===== config.mk =====
export PLATFORM = sky130hd
export DESIGN_NAME = vatr_regs
export DESIGN_NICKNAME = d
export VERILOG_FILES = /design/src/vatr_regs.v
export VERILOG_INCLUDE_DIRS = /design/src
export SDC_FILE = /design/constraint.sdc
export NUM_CORES = 1
export LEC_CHECK = 0
export ABC_AREA = 1
export BUFFER_PORTS_ARGS = -buffer_cell sky130_fd_sc_hd__buf_2
export CORE_MARGIN = 4
export CORE_UTILIZATION = 25
export DETAILED_ROUTE_END_ITERATION = 8
export SLEW_MARGIN = 20
export SYNTH_ARGS = -nofsm -noshare
export SYNTH_HDL_FRONTEND = slang
export SYNTH_SLANG_ARGS = --single-unit

===== constraint.sdc =====
create_clock -name clk_i -period 1.4 [get_ports clk_i]
set_clock_uncertainty 0.1 [all_clocks]
set_input_delay 0.07 -clock clk_i [delete_from_list [all_inputs] [get_ports clk_i]]
set_output_delay 0.07 -clock clk_i [all_outputs]
set_load 0.02 [all_outputs]

===== src/vatr_consts.vh =====
// Subaddresses, field positions, reset values and codes for the video adjust register group
`ifndef VATR_CONSTS_VH
`define VATR_CONSTS_VH
// ==========================================================
// Subaddresses
`define VATR_ADDR_HUE        8'h0c
`define VATR_ADDR_CHROMA_ONE 8'h0d
`define VATR_ADDR_CHROMA_TWO 8'h0e
`define VATR_ADDR_PR_GAIN    8'h10
`define VATR_ADDR_LUMA_GAIN  8'h11
`define VATR_ADDR_PB_GAIN    8'h12
`define VATR_ADDR_BLACK      8'h14
`define VATR_ADDR_AVS_LO     8'h16
`define VATR_ADDR_AVS_HI     8'h17
`define VATR_ADDR_AVE_LO     8'h18
`define VATR_ADDR_AVE_HI     8'h19
`define VATR_ADDR_HSS_LO     8'h1a
`define VATR_ADDR_HSS_HI     8'h1b
// ==========================================================
// Writable bit masks
`define VATR_MASK_CHROMA_ONE 8'h1b
`define VATR_MASK_CHROMA_TWO 8'h0f
`define VATR_MASK_AVS_HI     8'h0b
`define VATR_MASK_POS_HI     8'h03
// ==========================================================
// Field positions
`define VATR_BIT_PLL_RESET   4
`define VATR_BIT_COMB_OFF    3
`define VATR_BIT_PAL_COMP    3
`define VATR_BIT_WIDE_LPF    2
`define VATR_BIT_ACTIVE_BLK  3
// ==========================================================
// Reset values
`define VATR_RST_HUE         8'h00
`define VATR_RST_CHROMA_ONE  8'h00
`define VATR_RST_CHROMA_TWO  8'h0e
`define VATR_RST_GAIN        8'h80
`define VATR_RST_AVS_NTSC    10'h055
`define VATR_RST_AVS_PAL     10'h05f
`define VATR_RST_AVE_NTSC    10'h325
`define VATR_RST_AVE_PAL     10'h32f
`define VATR_RST_HSS         10'h000
// ==========================================================
// Codes and arithmetic constants
`define VATR_ACG_AUTO        2'b00
`define VATR_ACG_NOMINAL     2'b10
`define VATR_ACG_FREEZE      2'b11
`define VATR_NOTCH_OFF       2'b00
`define VATR_NOTCH_ONE       2'b01
`define VATR_NOTCH_TWO       2'b10
`define VATR_NOTCH_THREE     2'b11
`define VATR_UNITY           9'h080
`define VATR_BLACK_NOMINAL   11'h040
`define VATR_BLACK_OFFSET    11'h080
`endif


===== src/vatr_regs.v =====
// Video adjust and timing register group of the decoder control space
//
// Contract
// - Hue is signed phase -180..+180 deg, default zero; composite/S-Video chroma only.
// - Subcarrier loop reset bit at one holds colour PLL in reset.
// - Adaptive comb bit active low, zero enables; composite input only.
// - Auto chroma gain: 00 auto, 10 nominal, 11 freeze, 01 reserved.
// - PAL compensation and wideband low-pass enables reset to one; zero disables.
// - Chroma filter: 00 off, 01/10/11 notch one/two/three, default two.
// - Component Pr gain equals nominal times setting over 128.
// - Component luma gain equals nominal times setting over 128.
// - Component Pb gain equals nominal times setting over 128.
// - Component black level equals 64 plus setting minus 128; settings below 64 clamp to zero.
// - Active-in-blank bit: zero flag active in blanking, one flag inactive.
// - Active video start ten bits from sync pixel zero; default 85 or 95.
// - Start-of-active-video code placed at active video start.
// - Active video stop ten bits from sync pixel zero; default 805 or 815.
// - End-of-active-video code placed per the active window setting.
// - Split positions apply only on upper byte write; low byte first.
// - Written positions survive standard changes until decoder reset.
// - Horizontal sync start ten bits, default zero, applied on upper byte write.
// - Each register reachable as an eight-bit subaddress over the host port.
`timescale 1ns/1ps
`include "vatr_consts.vh"

module vatr_regs (
    input  wire        clk_i,
    input  wire        resetn_i,
    input  wire        pal_std_i,
    input  wire        component_i,
    input  wire        composite_i,
    input  wire        wr_en_i,
    input  wire        rd_en_i,
    input  wire [7:0]  addr_i,
    input  wire [7:0]  wr_data_i,
    input  wire [9:0]  pixel_cnt_i,
    input  wire        vertical_blank_window_i,
    output reg  [7:0]  rd_data_o,
    output reg         rd_valid_o,
    output reg  [7:0]  hue_o,
    output reg         chroma_pll_reset_o,
    output reg         comb_enable_o,
    output reg  [1:0]  auto_chroma_gain_o,
    output reg         pal_comp_en_o,
    output reg         wideband_chroma_lowpass_o,
    output reg  [1:0]  notch_sel_o,
    output reg  [8:0]  pr_gain_o,
    output reg  [8:0]  luma_gain_o,
    output reg  [8:0]  pb_gain_o,
    output reg  [10:0] black_level_o,
    output reg  [9:0]  hsync_start_o,
    output reg         active_video_flag_o,
    output reg         sav_o,
    output reg         eav_o
);

    // ==========================================================
    // Storage
    reg  [7:0] hue;
    reg  [7:0] chroma_proc_ctrl_one;
    reg  [7:0] chroma_proc_ctrl_two;
    reg  [7:0] component_pr_gain;
    reg  [7:0] component_luma_gain;
    reg  [7:0] component_pb_gain;
    reg  [7:0] component_black_level;
    reg  [9:0] active_window_start;
    reg  [9:0] active_window_stop;
    reg  [9:0] hsync_start_position;
    reg  [7:0] avs_lo;
    reg  [7:0] ave_lo;
    reg  [7:0] hss_lo;
    reg        active_in_blank_select;
    reg        pos_written_start;
    reg        pos_written_stop;
    reg        pal_q1;
    reg        pal_q2;
    reg        comp_q1;
    reg        comp_q2;
    reg        cvbs_q1;
    reg        cvbs_q2;
    reg        vertical_blank_window_q1;
    reg        vertical_blank_window_q2;
    reg        in_window;
    reg  [7:0] next_rd_data;

    wire       wr_hit_avs = wr_en_i && (addr_i == `VATR_ADDR_AVS_HI);
    wire       wr_hit_ave = wr_en_i && (addr_i == `VATR_ADDR_AVE_HI);
    // Edge matches shared by the timing codes and the flag
    wire       start_hit  = (pixel_cnt_i == active_window_start);
    wire       stop_hit   = (pixel_cnt_i == active_window_stop);

    // Scales an eight-bit setting over 128; nine bits keep 255/128
    function [8:0] vatr_gain;
        input [7:0] setting;
        begin
            vatr_gain = {1'b0, setting};
        end
    endfunction

    // Window edge default for the standard in use
    function [9:0] vatr_std_default;
        input       pal;
        input [9:0] ntsc_value;
        input [9:0] pal_value;
        begin
            vatr_std_default = pal ? pal_value : ntsc_value;
        end
    endfunction

    // ==========================================================
    // Pin synchronisers
    always @(posedge clk_i) begin
        if (!resetn_i) begin
            pal_q1  <= 1'b0;
            pal_q2  <= 1'b0;
            comp_q1 <= 1'b0;
            comp_q2 <= 1'b0;
            cvbs_q1 <= 1'b0;
            cvbs_q2 <= 1'b0;
            vertical_blank_window_q1 <= 1'b0;
            vertical_blank_window_q2 <= 1'b0;
        end else begin
            pal_q1  <= pal_std_i;
            pal_q2  <= pal_q1;
            comp_q1 <= component_i;
            comp_q2 <= comp_q1;
            cvbs_q1 <= composite_i;
            cvbs_q2 <= cvbs_q1;
            vertical_blank_window_q1 <= vertical_blank_window_i;
            vertical_blank_window_q2 <= vertical_blank_window_q1;
        end
    end

    // ==========================================================
    // Register writes
    always @(posedge clk_i) begin
        if (!resetn_i) begin
            hue                    <= `VATR_RST_HUE;
            chroma_proc_ctrl_one   <= `VATR_RST_CHROMA_ONE;
            chroma_proc_ctrl_two   <= `VATR_RST_CHROMA_TWO;
            component_pr_gain      <= `VATR_RST_GAIN;
            component_luma_gain    <= `VATR_RST_GAIN;
            component_pb_gain      <= `VATR_RST_GAIN;
            component_black_level  <= `VATR_RST_GAIN;
            active_window_start    <= `VATR_RST_AVS_NTSC;
            active_window_stop     <= `VATR_RST_AVE_NTSC;
            hsync_start_position   <= `VATR_RST_HSS;
            avs_lo                 <= 8'h00;
            ave_lo                 <= 8'h00;
            hss_lo                 <= 8'h00;
            active_in_blank_select <= 1'b0;
            pos_written_start      <= 1'b0;
            pos_written_stop       <= 1'b0;
        end else begin
            // Defaults track the standard until software takes ownership
            if (!pos_written_start) begin
                active_window_start <= vatr_std_default(pal_q2, `VATR_RST_AVS_NTSC,
                                                        `VATR_RST_AVS_PAL);
            end
            if (!pos_written_stop) begin
                active_window_stop <= vatr_std_default(pal_q2, `VATR_RST_AVE_NTSC,
                                                       `VATR_RST_AVE_PAL);
            end
            if (wr_en_i) begin
                // Reserved bits masked off on write
                case (addr_i)
                    `VATR_ADDR_HUE:        hue <= wr_data_i;
                    `VATR_ADDR_CHROMA_ONE: chroma_proc_ctrl_one <= wr_data_i & `VATR_MASK_CHROMA_ONE;
                    `VATR_ADDR_CHROMA_TWO: chroma_proc_ctrl_two <= wr_data_i & `VATR_MASK_CHROMA_TWO;
                    `VATR_ADDR_PR_GAIN:    component_pr_gain <= wr_data_i;
                    `VATR_ADDR_LUMA_GAIN:  component_luma_gain <= wr_data_i;
                    `VATR_ADDR_PB_GAIN:    component_pb_gain <= wr_data_i;
                    `VATR_ADDR_BLACK:      component_black_level <= wr_data_i;
                    `VATR_ADDR_AVS_LO:     avs_lo <= wr_data_i;
                    `VATR_ADDR_AVE_LO:     ave_lo <= wr_data_i;
                    `VATR_ADDR_HSS_LO:     hss_lo <= wr_data_i;
                    `VATR_ADDR_HSS_HI: begin
                        hsync_start_position <= {wr_data_i[1:0], hss_lo};
                    end
                    `VATR_ADDR_AVS_HI: begin
                        active_in_blank_select <= wr_data_i[`VATR_BIT_ACTIVE_BLK];
                    end
                    default: begin
                    end
                endcase
            end
            // Low byte is staged; whole value lands on upper byte write
            if (wr_hit_avs) begin
                active_window_start <= {wr_data_i[1:0], avs_lo};
                pos_written_start   <= 1'b1;
            end
            if (wr_hit_ave) begin
                active_window_stop <= {wr_data_i[1:0], ave_lo};
                pos_written_stop   <= 1'b1;
            end
        end
    end

    // ==========================================================
    // Read mux; window low bytes read back the applied position, not the staged byte
    always @* begin
        next_rd_data = 8'h00;
        case (addr_i)
            `VATR_ADDR_HUE:        next_rd_data = hue;
            `VATR_ADDR_CHROMA_ONE: next_rd_data = chroma_proc_ctrl_one;
            `VATR_ADDR_CHROMA_TWO: next_rd_data = chroma_proc_ctrl_two;
            `VATR_ADDR_PR_GAIN:    next_rd_data = component_pr_gain;
            `VATR_ADDR_LUMA_GAIN:  next_rd_data = component_luma_gain;
            `VATR_ADDR_PB_GAIN:    next_rd_data = component_pb_gain;
            `VATR_ADDR_BLACK:      next_rd_data = component_black_level;
            `VATR_ADDR_AVS_LO:     next_rd_data = active_window_start[7:0];
            `VATR_ADDR_AVS_HI:     next_rd_data = {4'h0, active_in_blank_select, 1'b0,
                                                   active_window_start[9:8]};
            `VATR_ADDR_AVE_LO:     next_rd_data = active_window_stop[7:0];
            `VATR_ADDR_AVE_HI:     next_rd_data = {6'h00, active_window_stop[9:8]};
            `VATR_ADDR_HSS_LO:     next_rd_data = hsync_start_position[7:0];
            `VATR_ADDR_HSS_HI:     next_rd_data = {6'h00, hsync_start_position[9:8]};
            default:               next_rd_data = 8'h00;
        endcase
    end

    always @(posedge clk_i) begin
        if (!resetn_i) begin
            rd_data_o  <= 8'h00;
            rd_valid_o <= 1'b0;
        end else begin
            // Data holds between reads; a late fetch still sees it
            rd_valid_o <= rd_en_i;
            if (rd_en_i) begin
                rd_data_o <= next_rd_data;
            end
        end
    end

    // ==========================================================
    // Settings toward the pixel pipeline
    always @(posedge clk_i) begin
        if (!resetn_i) begin
            hue_o                     <= `VATR_RST_HUE;
            chroma_pll_reset_o        <= 1'b0;
            comb_enable_o             <= 1'b0;
            auto_chroma_gain_o        <= `VATR_ACG_AUTO;
            pal_comp_en_o             <= 1'b1;
            wideband_chroma_lowpass_o <= 1'b1;
            notch_sel_o               <= `VATR_NOTCH_TWO;
            pr_gain_o                 <= `VATR_UNITY;
            luma_gain_o               <= `VATR_UNITY;
            pb_gain_o                 <= `VATR_UNITY;
            black_level_o             <= `VATR_BLACK_NOMINAL;
            hsync_start_o             <= `VATR_RST_HSS;
        end else begin
            // Component input sees zero phase shift
            hue_o <= comp_q2 ? 8'h00 : hue;
            chroma_pll_reset_o <= chroma_proc_ctrl_one[`VATR_BIT_PLL_RESET];
            comb_enable_o <= cvbs_q2 && !chroma_proc_ctrl_one[`VATR_BIT_COMB_OFF];
            // Reserved code 01 falls back to automatic gain
            auto_chroma_gain_o <= (chroma_proc_ctrl_one[1:0] == 2'b01) ?
                                  `VATR_ACG_AUTO : chroma_proc_ctrl_one[1:0];
            pal_comp_en_o <= chroma_proc_ctrl_two[`VATR_BIT_PAL_COMP];
            wideband_chroma_lowpass_o <= chroma_proc_ctrl_two[`VATR_BIT_WIDE_LPF];
            notch_sel_o <= chroma_proc_ctrl_two[1:0];
            // Non-component paths keep unity gain; caller reads value/128
            pr_gain_o   <= comp_q2 ? vatr_gain(component_pr_gain) : `VATR_UNITY;
            luma_gain_o <= comp_q2 ? vatr_gain(component_luma_gain) : `VATR_UNITY;
            pb_gain_o   <= comp_q2 ? vatr_gain(component_pb_gain) : `VATR_UNITY;
            // Black level never underflows: 64 + 0 - 128 would, so clamp at zero
            if (!comp_q2) begin
                black_level_o <= `VATR_BLACK_NOMINAL;
            end else if ({3'b000, component_black_level} + `VATR_BLACK_NOMINAL
                         < `VATR_BLACK_OFFSET) begin
                black_level_o <= 11'h000;
            end else begin
                black_level_o <= {3'b000, component_black_level} + `VATR_BLACK_NOMINAL
                                 - `VATR_BLACK_OFFSET;
            end
            hsync_start_o <= hsync_start_position;
        end
    end

    // ==========================================================
    // Active window timing codes
    always @(posedge clk_i) begin
        if (!resetn_i) begin
            in_window           <= 1'b0;
            active_video_flag_o <= 1'b0;
            sav_o               <= 1'b0;
            eav_o               <= 1'b0;
        end else begin
            sav_o <= start_hit;
            eav_o <= stop_hit;
            // Start wins if both match; software keeps the two apart
            if (start_hit) begin
                in_window <= 1'b1;
            end else if (stop_hit) begin
                in_window <= 1'b0;
            end
            active_video_flag_o <= in_window && !(vertical_blank_window_q2 && active_in_blank_select);
        end
    end

endmodule // vatr_regs


==> reports/summary.txt, run 1 <==
========================================================================================================
Proportion of register bits with asynchronous set or reset after synthesis ................           0%
Buffers on Ports ..........................................................................          106
Clock sink total ..........................................................................          185
Number of failing setup endpoints in the final timing report ..............................            0
Area delta synth->final ...................................................................       28.84%
Library cell occupying the most area in the post-synthesis netlist ........................ sky130_fd_sc_hd__dfxtp_1
Placement Rows ............................................................................           61
Post-route minimum period .................................................................     1.290 ns
Top sig layer .............................................................................         met5
Detailed-route wire length ................................................................     22370 um
Lkg Pwr ...................................................................................     3.888 nW
Register bit total from synthesis .........................................................          185
Arrival @ worst endpoint ..................................................................      1.55 ns
Post-Synthesis Cell Area ..................................................................     7193 um2
Predominant post-synthesis flop cell ...................................................... sky130_fd_sc_hd__dfxtp_1
Average vias per placed instance ..........................................................        4.327
Cell Chain, Critical Path ................................................................. xnor2_1 -> nand3_1 -> nor4_1 -> nand2_1 -> o22ai_1
Max IR drop VDD ...........................................................................    0.7858 mV
Worst Path Buf+Inv ........................................................................            0
Detail Route met2 WL ......................................................................     10050 um
Max-cap violation count ...................................................................            0
Antenna diode instance count ..............................................................            0
Worst EP required .........................................................................      1.66 ns
Residual antenna-violating net count after detailed routing ...............................            0
Worst Setup Start Kind ....................................................................         flop
DR iter-0 viols ...........................................................................          537
Final HPWL DP .............................................................................     16820 um
Avg Cell Area, Syn ........................................................................    7.948 um2
Crit-path slowest cell .................................................................... sky130_fd_sc_hd__dfxtp_1
Clk Latency, worst-skew pair ..............................................................      0.44 ns
Slew Viols, Final .........................................................................            0
Count of boundary I/O pins ................................................................          110
Width of the chip .........................................................................     177.6 um
First-pass GRT wire length ................................................................     34510 um
Clock root buffer ......................................................................... sky130_fd_sc_hd__clkbuf_16
Vias ......................................................................................         6296
DRC Markers ...............................................................................            0
Worst hold path type ......................................................................       in2reg
Number of enable flip-flop cells after synthesis ..........................................            0
Total CTS buffers .........................................................................           17
Yosys cell types ..........................................................................           36
Maximum number of pins on one net before global-route repair ..............................           58
Routed metal-1 wire length ................................................................     10240 um
DR WL/cell ................................................................................     15.38 um
Total congestion overflow after global routing ............................................            0
Upper clock frequency limit ...............................................................    775.2 MHz
H-Tree Level Count ........................................................................            4
Fraction of layout instances using a drive strength above 1 ...............................       23.31%
Register area share after synthesis .......................................................       51.49%
CP top delay family ....................................................................... simple AND/OR/NAND/NOR gates
Nets@finish ...............................................................................         1100
Clock tree from TritonCTS .................................................................         done
Final Wtd Congestion ......................................................................       0.9298
Nature of the critical path endpoint ......................................................         flop
Setup slack on the worst flop-to-flop path ................................................      0.11 ns
Effective utilization at floorplan ........................................................       25.61%
Min-delay src .............................................................................      wr_en_i
Outcome ................................................................................... finished clean
Most frequent cells after synthesis ....................................................... sky130_fd_sc_hd__dfxtp_1 (185), sky130_fd_sc_hd__inv_1 (127), sky130_fd_sc_hd__nand2_1 (106), sky130_fd_sc_hd__a21oi_1 (94), sky130_fd_sc_hd__o21ai_0 (83)
Final hold violation count ................................................................            0
Top cells by area, synth .................................................................. sky130_fd_sc_hd__dfxtp_1 (51%), sky130_fd_sc_hd__inv_1 (6.6%), sky130_fd_sc_hd__a21oi_1 (6.5%), sky130_fd_sc_hd__o21ai_0 (5.8%), sky130_fd_sc_hd__nand2_1 (5.5%)
Die H .....................................................................................     177.6 um
PD cells ..................................................................................  1154 nW/um2
Post-CTS clock slew at the launch and capture registers of the worst setup and hold paths .      0.07 ns
Worst Hold Margin .........................................................................  0.003583 ns
Count of mapped cells out of synthesis ....................................................          905
TritonRoute pass-1 iters ..................................................................            5
Setup crit start .......................................................................... active_window_start[5]$_SDFFE_PN0P_
Maximum fanout along the worst path .......................................................            3
Critical path start-end classification ....................................................      reg2reg
Total global routing track utilization ....................................................       14.39%
Setup repair after global routing missed its margin .......................................        false
Count of yosys warnings during synthesis ..................................................            0
FF-to-FF Start ............................................................................ active_window_start[5]$_SDFFE_PN0P_
Core footprint ............................................................................    28090 um2
Met3 wire length ..........................................................................      1643 um
Crit path largest cell delay ..............................................................      0.39 ns
Maximum buffer depth of the clock tree ....................................................            2
Area of the die ...........................................................................    31550 um2
Power consumption .........................................................................     10.69 mW
Most used standard cell by instance count after synthesis ................................. sky130_fd_sc_hd__dfxtp_1
Vias in the first global route ............................................................         6050
Post-route clock period utilization .......................................................       92.15%
Initial antenna violation count ...........................................................            2
Proportion of netlist area held by the largest area contributor ...........................       51.49%
========================================================================================================
[cell type report]
class | instances | area [um2]
Inverter | 140 | 525.5
Tap cell | 378 | 473.0
Timing Repair Buffer | 181 | 1254
Clock buffer | 19 | 452.9
Clock inverter | 13 | 133.9
Fill cell | 3013 | 18820
Multi-Input combinational cell | 539 | 2725
Sequential cell | 185 | 3704
[flip-flops by register name (all words and copies together), names as in the netlist, 9 cells and up]
signal,flops
black_level_o,9
hsync_start_o,10
hsync_start_position,10
active_window_stop,10
active_window_start,10
[metrics by stage]
| stage | instances | setup WS, ns | setup TNS, ns | utilization, % | cell area, um2 |
|---|---|---|---|---|---|
| after floorplan | 908 | 0.1410 | 0 | - | 7204 |
| after global placement | 1400 | -0.2646 | -3.234 | 30.08 | 8448 |
| after detailed placement | 1400 | -0.2640 | -3.892 | 30.08 | 8448 |
| after CTS | 1455 | 0.03655 | 0 | 32.99 | 9265 |
| after global routing | 1455 | 0.02276 | 0 | 33.00 | 9268 |
| final | 1455 | 0.1100 | 0 | 33.00 | 9268 |
[path summary, 6_finish.rpt]
| check | endpoint | cells past startpoint |
|---|---|---|
| worst min register to register | comb_enable_o$_SDFF_PN0_ | 2 |
| worst max-delay path | in_window$_SDFFE_PN0P_ | 5 |
| worst max register to register | in_window$_SDFFE_PN0P_ | 5 |
| worst min-delay path | pos_written_start$_SDFFE_PN0P_ | 3 |
[cells by family (layout without fill, tap and decap cells)]
logic type | after synthesis | after routing | share of synthesized area (%)
adders and majority gates | 2 | 2 | 0.3478
buffers and inverters | 184 | 353 | 10.78
AOI/OAI and AO/OA | 221 | 221 | 15.99
other | 1 | 4 | 0.05213
and+or+nand+nor | 299 | 299 | 19.76
xor gates and xnor gates | 13 | 13 | 1.583
DFF | 185 | 185 | 51.49
[cell usage in the layout, fill, tap and decap left out, types with 2 or more instances in the layout]
master                          synthesis  final
sky130_fd_sc_hd__a21oi_1               94     94
sky130_fd_sc_hd__a21oi_2                3      3
sky130_fd_sc_hd__buf_12                 1      8
sky130_fd_sc_hd__buf_2                 10    105
sky130_fd_sc_hd__buf_4                  6     44
sky130_fd_sc_hd__clkbuf_16              0     17
sky130_fd_sc_hd__clkbuf_8               0      2
sky130_fd_sc_hd__clkinv_4               0      3
sky130_fd_sc_hd__clkinvlp_4             0      2
sky130_fd_sc_hd__conb_1                 1      4
sky130_fd_sc_hd__dfxtp_1              185    185
sky130_fd_sc_hd__dlygate4sd3_1          0     23
sky130_fd_sc_hd__ha_1                   2      2
sky130_fd_sc_hd__inv_1                127    127
sky130_fd_sc_hd__inv_2                 13     13
sky130_fd_sc_hd__inv_6                  0      4
sky130_fd_sc_hd__inv_8                  0      2
sky130_fd_sc_hd__nand2_1              106    106
sky130_fd_sc_hd__nand2_2               15     15
sky130_fd_sc_hd__nand2_4                4      4
sky130_fd_sc_hd__nand3_1               66     66
sky130_fd_sc_hd__nor2_1                76     76
sky130_fd_sc_hd__nor2_2                 7      7
sky130_fd_sc_hd__nor2_4                11     11
sky130_fd_sc_hd__nor4_1                 2      2
sky130_fd_sc_hd__o211ai_1               5      5
sky130_fd_sc_hd__o21ai_0               83     83
sky130_fd_sc_hd__o21ai_1               23     23
sky130_fd_sc_hd__o22ai_1               11     11
sky130_fd_sc_hd__or2_2                  6      6
sky130_fd_sc_hd__xnor2_1                9      9
sky130_fd_sc_hd__xor2_1                 4      4
[power by group]
part           leakage, nW  total (mW)  switching, mW  internal, mW
registers             1.49        5.30         0.0125          5.28
logic                 2.11       0.580          0.365         0.215
clock network        0.285        4.82           2.22          2.60
total                 3.89        10.7           2.60          8.10
[per-layer routing]
| layer | global-route usage [%] | vias up |
|---|---|---|
| met5 | 0 | - |
| met4 | 4.641 | 4 |
| met3 | 3.707 | 32 |
| met2 | 22.65 | 195 |
| met1 | 19.31 | 2858 |
| li1 | - | 3207 |
[tightest hold or removal path, cell delays in order]
cell and delay (ns):
sky130_fd_sc_hd__buf_2 0.19, sky130_fd_sc_hd__nand3_4 0.16, sky130_fd_sc_hd__a21oi_1 0.07
[what timing repair did]
item | CTS | global route
resized for setup | 0 | 1
hold buffers | 23 | 1
endpoints found under the setup margin | 0 | 7
setup buffers | 0 | 0
endpoints found under the hold margin | 54 | 3
(Power assumes the default switching activity.)
==> run 2, diff against run 1 <==
--- a/config.mk
+++ b/config.mk
@@ -11,6 +11,7 @@
 export CORE_MARGIN = 4
 export CORE_UTILIZATION = 25
 export DETAILED_ROUTE_END_ITERATION = 8
+export GPL_TIMING_DRIVEN = 0
 export SLEW_MARGIN = 20
 export SYNTH_ARGS = -nofsm -noshare
 export SYNTH_HDL_FRONTEND = slang
==> run 2 against run 1 <==
Net effect: global-route usage increased by 0.27 points; via count grew 1.1%; combinational power down 3%; largest power group unchanged; first-iteration DRC count is 1.3% higher; critical path depth decreased by 1; worst setup slack improved by 0.0038 ns; sequential share of layout area rose by 1.1 points; largest cell class unchanged.
==> reports/summary.txt, run 2 (synthesis gave the netlist of run 1 again) <==
========================================================================================================
DRC Markers ...............................................................................            0   unchanged
Total global routing track utilization ....................................................       14.65%   +0.27 points
Area delta synth->final ...................................................................       25.50%
Slew Viols, Final .........................................................................            0   unchanged
Maximum fanout along the worst path .......................................................            7   +4
Max-slew headroom at the worst pin ........................................................       45.16%
Clock tree from TritonCTS .................................................................         done
Maximum buffer depth of the clock tree ....................................................            2   unchanged
R2R cell count ............................................................................            4   -1
Transition time at the pin with the least slew margin .....................................    0.8225 ns
Residual antenna-violating net count after detailed routing ...............................            0   unchanged
Final Wtd Congestion ......................................................................       0.9792   +5.3%
Nature of the critical path endpoint ......................................................         flop
Post-route minimum period .................................................................     1.286 ns   -0.003835 ns
Core footprint ............................................................................    28090 um2   unchanged
DR WL/cell ................................................................................     15.80 um   +2.8%
Clock root buffer ......................................................................... sky130_fd_sc_hd__clkbuf_16
Total CTS buffers .........................................................................           17   unchanged
Antenna diode instance count ..............................................................            0   unchanged
Crit path largest cell delay ..............................................................      0.37 ns   -0.02 ns
Clock sink total ..........................................................................          185   unchanged
Total congestion overflow after global routing ............................................            0   unchanged
Die H .....................................................................................     177.6 um   unchanged
Final Instance Count excl. Fillers ........................................................         1444   -0.76%
Placement Rows ............................................................................           61   unchanged
GR met2 Demand/Resource ...................................................................       22.24%   -0.41 points
Lkg Pwr ...................................................................................     3.733 nW   -4.0%
Power consumption .........................................................................     10.68 mW   -0.12%
Vias in the first global route ............................................................         6061   +0.18%
DR iter-0 viols ...........................................................................          544   +1.3%
Post-CTS clock slew at the launch and capture registers of the worst setup and hold paths .      0.08 ns   about the same
Placed Cells ..............................................................................         1390   -0.71%
Post-route clock period utilization .......................................................       91.87%   -0.27 points
Met1 Resource Use GR ......................................................................       18.83%   -0.48 points
Fraction of layout instances using a drive strength above 1 ...............................       21.20%   -2.1 points
Outcome ................................................................................... finished clean
Cell Chain, Critical Path ................................................................. inv_1 -> ha_1 -> or2_2 -> nor2_1
Max IR drop VDD ...........................................................................    0.8236 mV   +4.8%
Average vias per placed instance ..........................................................        4.407   +1.8%
Count of boundary I/O pins ................................................................          110   unchanged
Vias ......................................................................................         6363   +1.1%
Clk Latency, worst-skew pair ..............................................................      0.45 ns   about the same
Post-CTS Repair Setup Buffers .............................................................            0   unchanged
Worst Setup Start Kind ....................................................................         flop
Worst EP required .........................................................................      1.68 ns   +0.02 ns
Detailed-route wire length ................................................................     22820 um   +2.0%
Final HPWL DP .............................................................................     17150 um   +2.0%
Busiest grt layer .........................................................................         met2
PD cells ..................................................................................  1183 nW/um2   +2.5%
Area of the die ...........................................................................    31550 um2   unchanged
Width of the chip .........................................................................     177.6 um   unchanged
First-pass GRT wire length ................................................................     34840 um   +0.94%
Effective utilization at floorplan ........................................................       25.61%   unchanged
Arrival @ worst endpoint ..................................................................      1.57 ns   +0.02 ns
Worst Hold Depth ..........................................................................            4   +1
Final hold violation count ................................................................            0   unchanged
TritonRoute pass-1 iters ..................................................................            6   +1
Commonest non-fill, non-tap cell in the layout ............................................ sky130_fd_sc_hd__dfxtp_1
Crit-path slowest cell .................................................................... sky130_fd_sc_hd__dfxtp_1
Fraction of met3 tracks used by global routing ............................................       5.070%   +1.4 points
Buffers on Ports ..........................................................................          104   -1.9%
Layout fillers ............................................................................         3027   +0.46%
Nets@finish ...............................................................................         1089   -1.0%
Setup repair after global routing missed its margin .......................................        false
Maximum number of pins on one net before global-route repair ..............................           19   -67%
Worst hold path type ......................................................................       in2reg
Initial antenna violation count ...........................................................            3   +1
Max-cap violation count ...................................................................            0   unchanged
Critical path start-end classification ....................................................      reg2reg
Number of failing setup endpoints in the final timing report ..............................            0   unchanged
Highest-count cells in the layout ignoring fill and taps .................................. sky130_fd_sc_hd__dfxtp_1 (185), sky130_fd_sc_hd__inv_1 (127), sky130_fd_sc_hd__buf_2 (114)
Upper clock frequency limit ...............................................................    777.5 MHz   +0.30%
H-Tree Level Count ........................................................................            4   unchanged
========================================================================================================
==> run 2: routing by layer <==
layer  wire (um)  share of wire (%)
met1        9945                 44
met2        9867                 43
met3        2078                9.1
met4         880                3.9
met5          46               0.20
==> run 2: path summary, 6_finish.rpt <==
check                                             start                                   to  slack, ns
setup reg to reg  component_black_level[7]$_SDFFE_PN1P_          black_level_o[4]$_SDFF_PP0_       0.11
setup / recovery  component_black_level[7]$_SDFFE_PN1P_          black_level_o[4]$_SDFF_PP0_       0.11
hold / removal                                  wr_en_i  active_in_blank_select$_SDFFE_PN0P_       0.01
hold reg to reg                      cvbs_q2$_SDFF_PN0_             comb_enable_o$_SDFF_PN0_       0.31
==> run 2: worst max-delay path: cells and delay by family (launching register included) <==
family	cells	cell delay [ns]
simple gates	2	0.51
flops	1	0.37
fa+ha+maj	1	0.17
buf+inv	1	0.08
==> run 2: repair_timing <==
item,4_1_cts,5_1_grt
hold buffers,23,0
gates resized for setup,2,10
pin swaps,0,1
setup endpoints to repair,7,28
hold endpoints to repair,58,0
==> run 2: area by class of cell <==
| class | count | area, um2 | share of cell area [%] |
|---|---|---|---|
| Timing Repair Buffer | 127 | 750.7 | 8.316 |
| Tap cell | 378 | 473.0 | 5.239 |
| Sequential cell | 185 | 3704 | 41.03 |
| Buffer | 43 | 251.5 | 2.786 |
| Clock buffer | 17 | 425.4 | 4.712 |
| Multi-Input combinational cell | 539 | 2743 | 30.38 |
| Inverter | 140 | 525.5 | 5.821 |
| Clock inverter | 15 | 155.1 | 1.719 |
==> run 2: power by group <==
part	leakage [nW]	switching, mW	total, mW	internal [mW]
Clock	0.291	2.29	4.82	2.53
Combinational	1.95	0.378	0.565	0.187
Sequential	1.49	0.0135	5.30	5.28
==> run 2: stage by stage <==
stage                     hold WS [ns]  setup WS, ns  util, %  TNS, ns  area [um2]
after global routing           0.03606       0.02691    32.14        0        9027
after floorplan                0.06763        0.1410        -        0        7204
final                          0.01227        0.1138    32.14        0        9027
after global placement          0.1621       -0.4409    29.19   -28.08        8198
after CTS                     0.009071       0.02051    32.09        0        9012
after detailed placement        0.1662       -0.4683    29.19   -29.96        8198
==> run 3, diff against run 2 <==
==> constraint.sdc (replaced) <==
create_clock -name clk_i -period 1.5 [get_ports clk_i]
set_clock_uncertainty 0.1 [all_clocks]
set_input_delay 0.075 -clock clk_i [delete_from_list [all_inputs] [get_ports clk_i]]
set_output_delay 0.075 -clock clk_i [all_outputs]
set_load 0.02 [all_outputs]
==> run 3 against run 2 <==
Net effect: worst hold slack improved by 0.010 ns; routed wire length barely moved; non-clock buffer count rose by 1; via count fell by 0.83%; sequential share of layout area rose by 0.068 points; cell count barely moved; count of clock-buffer cells in the layout did not move; combinational power fell by 7.1%; largest cell class unchanged; clock power fell by 6.6%.
==> reports/summary.txt, run 3 (synthesis gave the netlist of run 1 again) <==
========================================================================================================
Outcome ................................................................................... finished clean
Worst Setup Start Kind ....................................................................   input port
Finished Cell Area ........................................................................     9012 um2   -0.17%
Maximum buffer depth of the clock tree ....................................................            2   unchanged
Count of boundary I/O pins ................................................................          110   unchanged
Final Wtd Congestion ......................................................................       0.9792   unchanged
Nets@finish ...............................................................................         1090   +0.092%
Post-route minimum period .................................................................     1.460 ns
Effective utilization at floorplan ........................................................       25.61%   unchanged
Highest-count cells in the layout ignoring fill and taps .................................. sky130_fd_sc_hd__dfxtp_1 (185), sky130_fd_sc_hd__inv_1 (127), sky130_fd_sc_hd__buf_2 (114)
Residual antenna-violating net count after detailed routing ...............................            0   unchanged
Commonest non-fill, non-tap cell in the layout ............................................ sky130_fd_sc_hd__dfxtp_1
Final core utilization ....................................................................       32.09%   -0.053 points
Post-route clock period utilization .......................................................       97.33%
Core footprint ............................................................................    28090 um2   unchanged
Arrival @ worst endpoint ..................................................................      1.65 ns   +0.08 ns
Max IR drop VDD ...........................................................................    0.7619 mV   -7.5%
Total global routing track utilization ....................................................       14.65%   unchanged
Post-CTS Repair Setup Buffers .............................................................            0   unchanged
Vias in the first global route ............................................................         6059   -0.033%
Fraction of layout instances using a drive strength above 1 ...............................       20.62%   -0.58 points
Switching Power ...........................................................................     2.501 mW   -6.7%
PD cells ..................................................................................  1106 nW/um2   -6.5%
Nature of the critical path endpoint ......................................................         flop
Min-delay src .............................................................................      wr_en_i
Buffers on Ports ..........................................................................          104   unchanged
Clock sink total ..........................................................................          185   unchanged
Summed negative setup slack over all endpoints ............................................         0 ns   unchanged
Die H .....................................................................................     177.6 um   unchanged
Reg area ..................................................................................     3704 um2   unchanged
Total congestion overflow after global routing ............................................            0   unchanged
Transition time at the pin with the least slew margin .....................................    0.7785 ns   -0.04402 ns
CP top delay family ....................................................................... buffers and inverters
Combinational Power Share .................................................................         5.3%   about the same
Area delta synth->final ...................................................................       25.29%
Multi-input logic area ....................................................................     2728 um2   -0.55%
Lkg Pwr ...................................................................................     3.725 nW   -0.22%
Average vias per placed instance ..........................................................        4.367   -0.90%
Power share of the clock group ............................................................        45.2%   about the same
DRC Markers ...............................................................................            0   unchanged
Crit-path slowest cell .................................................................... sky130_fd_sc_hd__clkbuf_1
Layout fillers ............................................................................         3031   +0.13%
DR iter-0 viols ...........................................................................          598   +9.9%
Maximum number of pins on one net before global-route repair ..............................           19   unchanged
Placement Rows ............................................................................           61   unchanged
Area of the die ...........................................................................    31550 um2   unchanged
Worst Path Buf+Inv ........................................................................            4   +3
Vias ......................................................................................         6310   -0.83%
Worst hold path type ......................................................................       in2reg
Critical path start-end classification ....................................................       in2reg
Maximum fanout along the worst path .......................................................           10   +3
Upper clock frequency limit ...............................................................    685.0 MHz
DR WL/cell ................................................................................     15.80 um   about the same
Clock tree from TritonCTS .................................................................         done
Clk Latency, worst-skew pair ..............................................................      0.44 ns   about the same
Max-slew headroom at the worst pin ........................................................       48.10%   +2.9 points
Cell Chain, Critical Path ................................................................. buf_2 -> inv_1 -> clkbuf_1 -> clkbuf_1 -> a21oi_1
Final hold violation count ................................................................            0   unchanged
Worst EP required .........................................................................      1.69 ns   about the same
Worst Hold Depth ..........................................................................            4   unchanged
Post-CTS clock slew at the launch and capture registers of the worst setup and hold paths .      0.07 ns   about the same
Crit path largest cell delay ..............................................................      0.60 ns   +0.23 ns
Detailed-route wire length ................................................................     22840 um   about the same
Number of failing setup endpoints in the final timing report ..............................            0   unchanged
Cell occurring most often along the worst timing path ..................................... sky130_fd_sc_hd__clkbuf_1
Slew Viols, Final .........................................................................            0   unchanged
Final HPWL DP .............................................................................     17150 um   unchanged
Setup repair after global routing missed its margin .......................................        false
End point of the worst hold path .......................................................... active_in_blank_select$_SDFFE_PN0P_
Antenna diode instance count ..............................................................            0   unchanged
H-Tree Level Count ........................................................................            4   unchanged
Post-Place Cell Area ......................................................................     8198 um2   unchanged
Clock root buffer ......................................................................... sky130_fd_sc_hd__clkbuf_16
Initial antenna violation count ...........................................................            3   unchanged
Internal cell power .......................................................................     7.469 mW   -6.7%
Total CTS buffers .........................................................................           17   unchanged
First-pass GRT wire length ................................................................     34850 um   about the same
Net switching fraction of the power .......................................................       25.09%   about the same
Power share of the sequential group .......................................................        49.6%   about the same
Width of the chip .........................................................................     177.6 um   unchanged
Setup slack on the worst flop-to-flop path ................................................      0.14 ns   +0.03 ns
TritonRoute pass-1 iters ..................................................................            5   -1
FF-to-FF Start ............................................................................ component_black_level[7]$_SDFFE_PN1P_
Max-cap violation count ...................................................................            0   unchanged
Endpoint of the most critical register-to-register path ................................... black_level_o[4]$_SDFF_PP0_
R2R cell count ............................................................................            5   +1
========================================================================================================
-- run 3: worst max path at each step --
stage | start | end | slack [ns] | cells after the start
CTS | resetn_i | avs_lo[7]$_SDFFE_PN0P_ | 0.06 | 5
global route | resetn_i | active_window_start[9]$_SDFFE_PN0P_ | 0.006 | 5
detailed placement | resetn_i | avs_lo[7]$_SDFFE_PN0P_ | -0.37 | 5
floorplan | addr_i[6] | component_pb_gain[3]$_SDFFE_PN0P_ | 0.24 | 10
finish | resetn_i | avs_lo[7]$_SDFFE_PN0P_ | 0.04 | 5
global placement | resetn_i | active_window_start[9]$_SDFFE_PN0P_ | -0.35 | 5
-- run 3: layout make-up --
cell class / count / share of cell area, %
multi-input combinational: 539 / 30.27
sequential: 185 / 41.09
clock buffer: 17 / 4.720
clock inverter: 15 / 1.722
timing repair buffer: 127 / 8.330
buffer: 44 / 2.791
inverter: 140 / 5.831
tap: 378 / 5.248
-- run 3: through the flow --
stage	hold WS (ns)	worst slack [ns]	power (mW)	std cells
floorplan	0.07263	0.2360	5.325	908
global placement	0.1671	-0.3459	5.525	1390
detailed placement	0.1712	-0.3733	5.529	1390
CTS	0.01407	0.05967	10.05	1445
global route	0.03867	0.005598	10.30	1445
finish	0.02266	0.04012	9.970	1445
-- run 3: tightest hold or removal path, stage by stage --
cell                      delay [ns]
sky130_fd_sc_hd__buf_2          0.15
sky130_fd_sc_hd__nand3_4        0.13
sky130_fd_sc_hd__o21ai_0        0.07
sky130_fd_sc_hd__a21oi_1        0.10
-- run 3: layer usage --
layer | vias up | routed length, um | part of all wire [%] | GRT usage [%]
met2 | 229 | 9936 | 44 | 22.22
met1 | 2823 | 10180 | 45 | 18.85
met4 | 6 | 795 | 3.5 | 6.510
li1 | 3189 | - | - | -
met5 | - | 46 | 0.20 | 0
met3 | 63 | 1880 | 8.2 | 5.070
-- run 3: what timing repair did --
item                       in CTS  in global routing
hold buffers                   23                  0
setup endpoints to repair       0                  7
hold endpoints to repair       55                  0
resized for setup               0                  3
-- run 3: power groups by stage --
stage          combinational [mW]  clock, mW  sequential [mW]
2_1_floorplan               0.265          0             5.06
3_3_place_gp                0.468          0             5.06
3_5_place_dp                0.471          0             5.06
4_1_cts                     0.523       4.59             4.94
5_1_grt                     0.574       4.78             4.94
6_report                    0.525       4.50             4.94
